**config.mk**
```make
export PLATFORM = sky130hd
export DESIGN_NAME = tsc_timer_status_control
export DESIGN_NICKNAME = d
export VERILOG_FILES = /design/src/logic/tsc_pkg.sv /design/src/logic/tsc_prescaler.sv /design/src/logic/tsc_counter.sv /design/src/logic/tsc_timer_status_control.sv
export SDC_FILE = /design/constraint.sdc
export NUM_CORES = 1
export LEC_CHECK = 0
export BUFFER_PORTS_ARGS = -buffer_cell sky130_fd_sc_hd__buf_2
export CAP_MARGIN = 5
export CORE_UTILIZATION = 45
export DETAILED_ROUTE_END_ITERATION = 10
export SETUP_SLACK_MARGIN = 0.15
export SLEW_MARGIN = 20
export SYNTH_ARGS = -nofsm -noshare
export SYNTH_HDL_FRONTEND = slang
export SYNTH_SLANG_ARGS = --single-unit
```
**constraint.sdc**
```tcl
create_clock -name clk -period 5.1 [get_ports clk]
set_input_delay 0.51 -clock clk [delete_from_list [all_inputs] [get_ports clk]]
set_output_delay 0.51 -clock clk [all_outputs]
set_load 0.005 [all_outputs]
```
**src/logic/tsc_pkg.sv**
```systemverilog
// shared constants and types of the timer status and control block
package tsc_pkg;
  localparam int DATA_W = 8;
  localparam int ADDR_W = 3;
  localparam int COUNT_W = 16;
  localparam int DIV_W = 7;

  // register map, byte addresses on the plain register port
  localparam logic [ADDR_W-1:0] ADDR_SC = 3'h0;
  localparam logic [ADDR_W-1:0] ADDR_CNT_HI = 3'h1;
  localparam logic [ADDR_W-1:0] ADDR_CNT_LO = 3'h2;
  localparam logic [ADDR_W-1:0] ADDR_MOD_HI = 3'h3;
  localparam logic [ADDR_W-1:0] ADDR_MOD_LO = 3'h4;

  // status/control field layout
  localparam int BIT_FLAG = 7;
  localparam int BIT_IRQ_EN = 6;
  localparam int BIT_CPWM = 5;
  localparam int CLKS_HI = 4;
  localparam int CLKS_LO = 3;
  localparam int PS_HI = 2;
  localparam int PS_LO = 0;

  // clock source codes
  localparam logic [1:0] SRC_NONE = 2'h0;
  localparam logic [1:0] SRC_BUS = 2'h1;
  localparam logic [1:0] SRC_FIXED = 2'h2;
  localparam logic [1:0] SRC_EXT = 2'h3;

  localparam logic [2:0] PS_DIV1 = 3'h0;
  localparam logic [DIV_W-1:0] DIV_ONES = 7'h7F;
  localparam logic [DIV_W-1:0] DIV_ZERO = 7'h00;
  localparam logic [DIV_W-1:0] DIV_STEP = 7'h01;

  localparam logic [DATA_W-1:0] RESET_BYTE = 8'h00;
  localparam logic [DATA_W-1:0] READ_ZERO = 8'h00;
  localparam logic [COUNT_W-1:0] COUNT_ZERO = 16'h0000;
  localparam logic [COUNT_W-1:0] COUNT_ONE = 16'h0001;
  localparam logic [COUNT_W-1:0] COUNT_MAX = 16'hFFFF;
  localparam logic [COUNT_W-1:0] RESET_MOD = 16'h0000;

  typedef enum logic [1:0] {
    CLR_IDLE = 2'b01,
    CLR_ARMED = 2'b10
  } tsc_clear_type;

  typedef enum logic [1:0] {
    DIR_UP = 2'b01,
    DIR_DOWN = 2'b10
  } tsc_dir_type;
endpackage

```
**src/logic/tsc_prescaler.sv**
```systemverilog
// clock source selection, external clock synchroniser and power-of-two prescaler
module tsc_prescaler (
  input wire logic clk, // bus clock
  input wire logic rst, // asynchronous reset, high
  input wire logic clkEn, // freezes all state when low
  input wire logic [1:0] sourceSel, // clock source code
  input wire logic [2:0] prescale, // divide code
  input wire logic extClockPin, // external clock pin, asynchronous
  input wire logic fixedTick, // fixed clock tick, already in bus domain
  input wire logic fixedLoopOn, // loop present and enabled
  output logic tick // one-cycle counter advance
);

  logic extMeta, extSync, extLast;
  logic next_extMeta, next_extSync, next_extLast;
  logic [tsc_pkg::DIV_W-1:0] divCount, next_divCount;
  logic srcTick;

  // mask of low divider bits that must all be ones for a tick
  function automatic logic [tsc_pkg::DIV_W-1:0] divMask(input logic [2:0] code);
    divMask = ~(tsc_pkg::DIV_ONES << code);
  endfunction

  ////////////////////////////////////////////////////////////////////////////
  always_comb begin
    next_extMeta = extMeta;
    next_extSync = extSync;
    next_extLast = extLast;
    if (clkEn) begin
      next_extMeta = extClockPin;
      next_extSync = extMeta;
      next_extLast = extSync;
    end
  end

  // source select sits before the divider, so every source is divided alike
  always_comb begin
    case (sourceSel)
      tsc_pkg::SRC_NONE: srcTick = 1'b0;
      tsc_pkg::SRC_BUS: srcTick = 1'b1;
      tsc_pkg::SRC_FIXED: srcTick = fixedLoopOn ? fixedTick : 1'b1;
      tsc_pkg::SRC_EXT: srcTick = extSync & ~extLast;
      default: srcTick = 1'b0;
    endcase
  end

  always_comb begin
    next_divCount = divCount;
    if (clkEn && srcTick) begin
      next_divCount = divCount + tsc_pkg::DIV_STEP;
    end
  end

  // prescale is read live, so a new code divides from the next cycle on
  assign tick = clkEn & srcTick & ((divCount & divMask(prescale)) == divMask(prescale));

  always_ff @(posedge clk or posedge rst) begin
    if (rst) begin
      extMeta <= 1'b0;
      extSync <= 1'b0;
      extLast <= 1'b0;
      divCount <= tsc_pkg::DIV_ZERO;
    end else begin
      extMeta <= next_extMeta;
      extSync <= next_extSync;
      extLast <= next_extLast;
      divCount <= next_divCount;
    end
  end
endmodule

```
**src/logic/tsc_counter.sv**
```systemverilog
// sixteen-bit counter with modulo wrap and up/down centre mode
module tsc_counter (
  input wire logic clk, // bus clock
  input wire logic rst, // asynchronous reset, high
  input wire logic clkEn, // freezes all state when low, except for a clearCount clear
  input wire logic tick, // prescaled advance
  input wire logic centerMode, // up/down counting
  input wire logic [15:0] modulo, // modulo value, zero means free running
  input wire logic clearCount, // synchronous clear
  output logic [15:0] count, // counter value
  output logic wrapPulse // period end, one cycle
);

  logic [15:0] next_count, top;
  tsc_pkg::tsc_dir_type dir, next_dir;

  assign top = (modulo == tsc_pkg::COUNT_ZERO) ? tsc_pkg::COUNT_MAX : modulo;

  ////////////////////////////////////////////////////////////////////////////
  always_comb begin
    next_count = count;
    next_dir = dir;
    wrapPulse = 1'b0;
    if (clearCount) begin
      next_count = tsc_pkg::COUNT_ZERO;
      next_dir = tsc_pkg::DIR_UP;
    end else if (clkEn && tick) begin
      if (!centerMode) begin
        next_dir = tsc_pkg::DIR_UP;
        if (count >= top) begin
          next_count = tsc_pkg::COUNT_ZERO;
          wrapPulse = 1'b1;
        end else begin
          next_count = count + tsc_pkg::COUNT_ONE;
        end
      end else begin
        case (dir)
          tsc_pkg::DIR_UP: begin
            if (count >= top && top == tsc_pkg::COUNT_ONE) begin
              // a top of one has no down phase, so the turn itself is the step back to zero
              next_count = tsc_pkg::COUNT_ZERO;
              wrapPulse = 1'b1;
            end else if (count >= top) begin
              next_dir = tsc_pkg::DIR_DOWN;
              next_count = top - tsc_pkg::COUNT_ONE;
            end else begin
              next_count = count + tsc_pkg::COUNT_ONE;
            end
          end
          tsc_pkg::DIR_DOWN: begin
            if (count <= tsc_pkg::COUNT_ONE) begin
              next_dir = tsc_pkg::DIR_UP;
              next_count = tsc_pkg::COUNT_ZERO;
              wrapPulse = (count == tsc_pkg::COUNT_ONE);
            end else begin
              next_count = count - tsc_pkg::COUNT_ONE;
            end
          end
          default: next_dir = tsc_pkg::DIR_UP;
        endcase
      end
    end
  end

  always_ff @(posedge clk or posedge rst) begin
    if (rst) begin
      count <= tsc_pkg::COUNT_ZERO;
      dir <= tsc_pkg::DIR_UP;
    end else begin
      count <= next_count;
      dir <= next_dir;
    end
  end
endmodule

```
**src/logic/tsc_timer_status_control.sv**
```systemverilog
// timer status and control: register port, overflow flag, clearing sequence, counter glue

// Behaviour
// - the overflow flag is set when the counter wraps to zero after the modulo (centre mode: counts down to zero), except while half a modulo write is pending.
// - the overflow flag (bit 7) clears only on a read of the register with the flag set followed by a write of zero to that bit.
// - an overflow between the arming read and the clearing write restarts the sequence, so the flag stays set.
// - writing one to the flag bit leaves it unchanged, and reset clears the flag.
// - with the enable in bit 6 set an interrupt is requested while the flag is one; reset clears the enable.
// - bit 5 selects up counting when zero and up/down centre-aligned counting when one; reset clears it.
// - the clock source field in bits 4 to 3 picks none, bus clock, fixed clock or external source.
// - the external source is synchronised to the bus clock, the fixed clock arrives already synchronised.
// - without an active loop the fixed clock selection behaves like the bus clock.
// - the prescale field divides the selected clock by one for code 000 doubling up to 128 for code 111.
// - the prescaler follows synchronisation and source selection and feeds the counter.
// - a new prescale code divides from the cycle after it is written into the register.
// - in up counting, after reaching the modulo value the counter continues from zero, and a zero modulo runs free.
// - any write to the status/control register resets the counter read latch and the modulo write buffer.
module tsc_timer_status_control (
  input wire logic clk, // bus clock, 25 MHz
  input wire logic rst, // asynchronous reset, high
  input wire logic clkEn, // freezes all state when low
  input wire logic [2:0] busAddr, // register address
  input wire logic [7:0] busWrData, // write data
  input wire logic busWrite, // write strobe
  input wire logic busRead, // read strobe
  output logic [7:0] busRdData, // read data, cycle after the read
  input wire logic extClockPin, // external clock pin
  input wire logic fixedTick, // fixed clock tick in bus domain
  input wire logic fixedLoopOn, // loop present and enabled
  output logic overflowIrq, // overflow interrupt request, level
  output logic centerPwm, // centre-aligned mode for all channels
  output logic [15:0] counterValue // counter value
);

  logic flag, irqEnable, centerSel;
  logic next_flag, next_irqEnable, next_centerSel;
  logic [1:0] clockSource, next_clockSource;
  logic [2:0] prescale, next_prescale;
  tsc_pkg::tsc_clear_type clearState, next_clearState;
  logic [15:0] modulo, next_modulo;
  logic [7:0] modBufHi, modBufLo, next_modBufHi, next_modBufLo;
  logic modGotHi, modGotLo, next_modGotHi, next_modGotLo;
  logic cohLatched, next_cohLatched;
  logic [15:0] cohBuf, next_cohBuf;
  logic [7:0] next_busRdData;
  logic next_overflowIrq;
  logic tick, wrapPulse, clearCount, ovfEvent, modPending;
  logic [15:0] count;
  logic scWrite, scRead, cntRead, cntWrite, modHiWrite, modLoWrite;

  // address decode, used for every register strobe
  function automatic logic hit(input logic strobe, input logic [2:0] addr,
                               input logic [2:0] target);
    hit = strobe && (addr == target);
  endfunction

  assign scWrite = clkEn && hit(busWrite, busAddr, tsc_pkg::ADDR_SC);
  assign scRead = clkEn && hit(busRead, busAddr, tsc_pkg::ADDR_SC);
  assign cntRead = clkEn && (hit(busRead, busAddr, tsc_pkg::ADDR_CNT_HI) ||
                             hit(busRead, busAddr, tsc_pkg::ADDR_CNT_LO));
  assign cntWrite = clkEn && (hit(busWrite, busAddr, tsc_pkg::ADDR_CNT_HI) ||
                              hit(busWrite, busAddr, tsc_pkg::ADDR_CNT_LO));
  assign modHiWrite = clkEn && hit(busWrite, busAddr, tsc_pkg::ADDR_MOD_HI);
  assign modLoWrite = clkEn && hit(busWrite, busAddr, tsc_pkg::ADDR_MOD_LO);
  assign clearCount = cntWrite;

  // a half-written modulo holds overflows back until the other byte arrives
  assign modPending = modGotHi | modGotLo;
  assign ovfEvent = clkEn && wrapPulse && !modPending;

  ////////////////////////////////////////////////////////////////////////////
  tsc_prescaler prescaler_u (
    .clk(clk),
    .rst(rst),
    .clkEn(clkEn),
    .sourceSel(clockSource),
    .prescale(prescale),
    .extClockPin(extClockPin),
    .fixedTick(fixedTick),
    .fixedLoopOn(fixedLoopOn),
    .tick(tick)
  );

  tsc_counter counter_u (
    .clk(clk),
    .rst(rst),
    .clkEn(clkEn),
    .tick(tick),
    .centerMode(centerSel),
    .modulo(modulo),
    .clearCount(clearCount),
    .count(count),
    .wrapPulse(wrapPulse)
  );

  assign counterValue = count;

  ////////////////////////////////////////////////////////////////////////////
  // control fields, overflow flag and its clearing sequence
  always_comb begin
    next_irqEnable = irqEnable;
    next_centerSel = centerSel;
    next_clockSource = clockSource;
    next_prescale = prescale;
    next_flag = flag;
    next_clearState = clearState;
    if (scWrite) begin
      next_irqEnable = busWrData[tsc_pkg::BIT_IRQ_EN];
      next_centerSel = busWrData[tsc_pkg::BIT_CPWM];
      next_clockSource = busWrData[tsc_pkg::CLKS_HI:tsc_pkg::CLKS_LO];
      next_prescale = busWrData[tsc_pkg::PS_HI:tsc_pkg::PS_LO];
    end
    case (clearState)
      tsc_pkg::CLR_IDLE: begin
        if (scRead && flag && !ovfEvent) begin
          next_clearState = tsc_pkg::CLR_ARMED;
        end
      end
      tsc_pkg::CLR_ARMED: begin
        if (ovfEvent) begin
          next_clearState = tsc_pkg::CLR_IDLE;
        end else if (scWrite) begin
          next_clearState = tsc_pkg::CLR_IDLE;
          if (!busWrData[tsc_pkg::BIT_FLAG]) begin
            next_flag = 1'b0;
          end
        end
      end
      default: next_clearState = tsc_pkg::CLR_IDLE;
    endcase
    // a one written to the flag is never stored, and a new overflow beats the clear
    if (ovfEvent) begin
      next_flag = 1'b1;
    end
  end

  assign next_overflowIrq = next_flag & next_irqEnable;

  always_ff @(posedge clk or posedge rst) begin
    if (rst) begin
      flag <= 1'b0;
      irqEnable <= 1'b0;
      centerSel <= 1'b0;
      clockSource <= tsc_pkg::SRC_NONE;
      prescale <= tsc_pkg::PS_DIV1;
      clearState <= tsc_pkg::CLR_IDLE;
      overflowIrq <= 1'b0;
      centerPwm <= 1'b0;
    end else begin
      flag <= next_flag;
      irqEnable <= next_irqEnable;
      centerSel <= next_centerSel;
      clockSource <= next_clockSource;
      prescale <= next_prescale;
      clearState <= next_clearState;
      overflowIrq <= next_overflowIrq;
      centerPwm <= next_centerSel;
    end
  end

  ////////////////////////////////////////////////////////////////////////////
  // modulo write buffer and counter read coherency latch
  always_comb begin
    next_modulo = modulo;
    next_modBufHi = modBufHi;
    next_modBufLo = modBufLo;
    next_modGotHi = modGotHi;
    next_modGotLo = modGotLo;
    next_cohLatched = cohLatched;
    next_cohBuf = cohBuf;
    if (modHiWrite) begin
      next_modBufHi = busWrData;
      next_modGotHi = 1'b1;
    end
    if (modLoWrite) begin
      next_modBufLo = busWrData;
      next_modGotLo = 1'b1;
    end
    if (next_modGotHi && next_modGotLo) begin
      next_modulo = {next_modBufHi, next_modBufLo};
      next_modGotHi = 1'b0;
      next_modGotLo = 1'b0;
    end
    // the first half read freezes both halves; the next read of either half releases them
    if (cntRead) begin
      if (cohLatched) begin
        next_cohLatched = 1'b0;
      end else begin
        next_cohLatched = 1'b1;
        next_cohBuf = count;
      end
    end
    if (cntWrite) begin
      next_cohLatched = 1'b0;
    end
    if (scWrite) begin
      next_cohLatched = 1'b0;
      next_modGotHi = 1'b0;
      next_modGotLo = 1'b0;
    end
  end

  always_ff @(posedge clk or posedge rst) begin
    if (rst) begin
      modulo <= tsc_pkg::RESET_MOD;
      modBufHi <= tsc_pkg::RESET_BYTE;
      modBufLo <= tsc_pkg::RESET_BYTE;
      modGotHi <= 1'b0;
      modGotLo <= 1'b0;
      cohLatched <= 1'b0;
      cohBuf <= tsc_pkg::COUNT_ZERO;
    end else begin
      modulo <= next_modulo;
      modBufHi <= next_modBufHi;
      modBufLo <= next_modBufLo;
      modGotHi <= next_modGotHi;
      modGotLo <= next_modGotLo;
      cohLatched <= next_cohLatched;
      cohBuf <= next_cohBuf;
    end
  end

  ////////////////////////////////////////////////////////////////////////////
  // read data: stands one cycle after the read strobe, zero otherwise
  // a low clock enable holds the register too, so a frozen bus keeps its last answer
  always_comb begin
    next_busRdData = busRdData;
    if (clkEn) begin
      next_busRdData = tsc_pkg::READ_ZERO;
    end
    if (clkEn && busRead) begin
      case (busAddr)
        tsc_pkg::ADDR_SC: next_busRdData = {flag, irqEnable, centerSel, clockSource, prescale};
        tsc_pkg::ADDR_CNT_HI: next_busRdData = cohLatched ? cohBuf[15:8] : count[15:8];
        tsc_pkg::ADDR_CNT_LO: next_busRdData = cohLatched ? cohBuf[7:0] : count[7:0];
        tsc_pkg::ADDR_MOD_HI: next_busRdData = modulo[15:8];
        tsc_pkg::ADDR_MOD_LO: next_busRdData = modulo[7:0];
        default: next_busRdData = tsc_pkg::READ_ZERO;
      endcase
    end
  end

  always_ff @(posedge clk or posedge rst) begin
    if (rst) begin
      busRdData <= tsc_pkg::READ_ZERO;
    end else begin
      busRdData <= next_busRdData;
    end
  end
endmodule

```
==> results.md <==
- Fillers: 1243
- Most frequent cell after synthesis: dfrtp_1
- Most common flop cell mapped by yosys: dfrtp_1
- Area growth syn-to-layout: 9.83%
- Crit path launch type: flop
- Fraction of layout cells with a size suffix above 1: 0.205
- Mapped Area: 6250 sq um
- Avg WL per Cell: 21.7 microns
- Syn Nets: 701
- Syn Area/Cell: 9.49 sq um
- Initial core utilization: 0.466
- Multi-input combinational cell area: 3530 sq um
- Yosys reg bits: 98
- Pin count of the biggest net entering global routing: 63
- Min Hold Slack: 317 ps
- Std-Cell Rows: 42
- Max-slew headroom: 0.375
- Slew @ Worst Pin: 937 ps
- Vias: 5421
- Synth cell count leaders: dfrtp_1 (96), nor2_1 (57), nand2_1 (52)
- CTS Buf Count: 9
- # setup viols final: 0
- Clk root buf: clkbuf_16
- Hold buffer count at CTS: 0
- RSZ-0062 raised after global routing: false
- Core area: 13400 sq um
- Yosys warnings: 0
- Initial DRC count: 736
- Clk sinks: 98
- First-pass GRT wire length: 29700 microns
- CP arrival: 4760 ps
- Area leader, netlist: dfrtp_1
- Status: finished, final reports clean
- Max Fanout on Critical Path: 17
- Die Span Y: 120 microns
- Dpl hpwl: 13500 microns
- Crit path buf inv count: 1
- Vias in the first global route: 5238
- Leak pwr: 3.00 nW
- Setup tns final: 0 ps
- Slowest CP cell: o211ai_2
- Clock share of power: 0.203
- Synth async-reset ratio: 1.00
- Most common cell on crit path: ha_1
- Worst r2r src: modulo[1]
- CTS Buffer Depth: 2
- Clock transition at path regs: 70 ps
- Fin Clk Skew: 9.13 ps
- WS Path Type: flop to flop
- Wirelength, routed: 18600 microns
- Synth Instances: 659
- Final hold viol count: 0
- Gr usage total: 0.273
- Gp weighted congestion: 0.936
- Register area: 2450 sq um
- Max Fclk: 221 MHz
- IO buf count: 44
- Post-synth EDFFs: 0
- Largest cells by area after synthesis: dfrtp_1 (38%), mux2_2 (9.2%), ha_1 (4.6%)
- PD cells: 521 nW/um^2
- Minimum clock period: 4520 ps
- Internal Power: 2.01 mW
- # DRC: 0
- Max incr delay on CP: 750 ps
- Yosys top cell area share: 0.384
- Synth cell types: 76
- Part of the Yosys area used for sequential elements: 0.393
- Clock latency on the worst-skew pair: 360 ps
- Cell Area, Placed: 6550 sq um
- Vias per cell: 6.31
- Critical Path, Cell by Cell: inv_1 > ha_1 > nor4b_1 > and4_1 > nor2_1 > ha_1 > nand4_1 > nor4_1 > o211ai_1 > o211ai_2 > nor3_2 > and3b_1 > or3_1
- Critical Path End Type: flop
- Crit. Startpoint: modulo[1]
- Final ANT Viol Nets: 0
- Fin crit share: 0.885
- Fin. max-slew vios: 0
- Switching power total: 1.57 mW
- Final Cell Area: 6870 sq um
- Worst endpoint required time: 5340 ps
- Diodes inserted: 0
- Initial antenna violation count: 0
- Crit path max-delay family: simple AND/OR/NAND/NOR gates
- DIE WIDTH: 120 microns
- Net Sw Frac: 0.438
- GR Overflow Total: 0
- Post-CTS setup buffers: 0
- Die footprint: 14400 sq um
- Reg power frac: 0.382
- H-Tree Depth: 3
- CTS tree: done
- I/O pin cnt: 45
- Drt pass-1 iters: 5
- Post_cts resized: 0
- Nets@finish: 720
- Maximum capacitance violations: 0
- Gate power share: 0.415
- Peak supply drop: 302 uV
- Hold Path Class: input pin to async pin
routing by layer:
metal | up-vias | GRT usage | part of all wire
met5 | - | 0 | 0
met4 | 0 | 0.116 | 0.030
met3 | 43 | 0.0618 | 0.077
met2 | 259 | 0.402 | 0.44
met1 | 2626 | 0.383 | 0.45
li1 | 2493 | - | -
sequential cells by signal (all words and copies together), names as in the netlist, 2 cells and up:
register              cells
cohBuf                   16
prescaler_u.divCount      7
clearState                2
busRdData                 8
prescale                  3
clockSource               2
modBufLo                  8
modulo                   16
counter_u.dir             2
modBufHi                  8
counter_u.count          16
layout by cell type (no fill, tap or decap), types with 6 or more instances in the layout:
cell / count
buf_2: 44
o22ai_1: 8
mux2_2: 51
nand3_1: 11
xnor2_1: 14
and3_1: 8
inv_1: 13
nor3b_1: 6
nor4_1: 15
ha_1: 23
o2bb2ai_1: 9
a211oi_1: 9
or3_1: 6
nand2b_1: 14
xor2_1: 7
nand2_1: 52
buf_4: 9
o21ai_0: 34
nor2_1: 57
clkbuf_16: 9
dfrtp_1: 96
nand4_1: 21
mux2i_1: 14
a221oi_1: 7
a21oi_1: 25
nor3_1: 20
final timing paths:
kind                                       end  slack (ps)  cells after the start
setup / recovery           counter_u.count[12]         580                     13
hold / removal                     modBufHi[3]         320                      2
setup reg to reg           counter_u.count[12]         580                     13
hold reg to reg                       modGotHi         480                      1
max in group asynchronous     counter_u.dir[0]        3740                      3
min in group clk           prescaler_u.extMeta         390                      2
power by group through the flow:
stage | sequential [mW] | clock (mW) | combinational (mW)
after floorplan | 1.14 | 0 | 1.19
after global placement | 1.36 | 0 | 1.44
after detailed placement | 1.36 | 0 | 1.45
after CTS | 1.35 | 0.733 | 1.46
after global routing | 1.39 | 0.771 | 1.64
final | 1.37 | 0.726 | 1.48
logic make-up after synthesis:
| kind of cell | count (synthesis) | synth area share |
|---|---|---|
| adder cells (fa/ha/maj) | 23 | 0.0460 |
| AO/OA/AOI/OAI | 144 | 0.160 |
| XOR/XNOR | 21 | 0.0294 |
| multiplexers | 65 | 0.114 |
| flip-flops | 98 | 0.393 |
| AND/OR/NAND/NOR | 248 | 0.214 |
| buffers and inverters | 60 | 0.0434 |
layout make-up:
cell class / instances / share of cell area
Multi-Input combinational cell: 501 / 0.514
Sequential cell: 98 / 0.358
Timing Repair Buffer: 53 / 0.0419
Clock buffer: 11 / 0.0368
Tap cell: 176 / 0.0321
Clock inverter: 5 / 0.00875
Inverter: 15 / 0.00857
stage by stage:
stage	power [mW]	worst slack, ps	std cells	utilization
6_report	3.58	585	859	0.512
3_3_place_gp	2.79	906	843	0.489
4_1_cts	3.54	721	859	0.512
3_5_place_dp	2.81	733	843	0.489
2_1_floorplan	2.34	1480	659	-
5_1_grt	3.80	211	859	0.512
worst reg2reg max path, stage by stage (launching register included):
cell and delay, ps:
dfrtp_1 440, inv_1 120, ha_1 230, nor4b_1 310, and4_1 560, nor2_1 180, ha_1 320, nand4_1 120
nor4_1 420, o211ai_1 180, o211ai_2 750, nor3_2 200, and3b_1 220, or3_1 350
No activity file was read; power rests on OpenSTA's default activity.
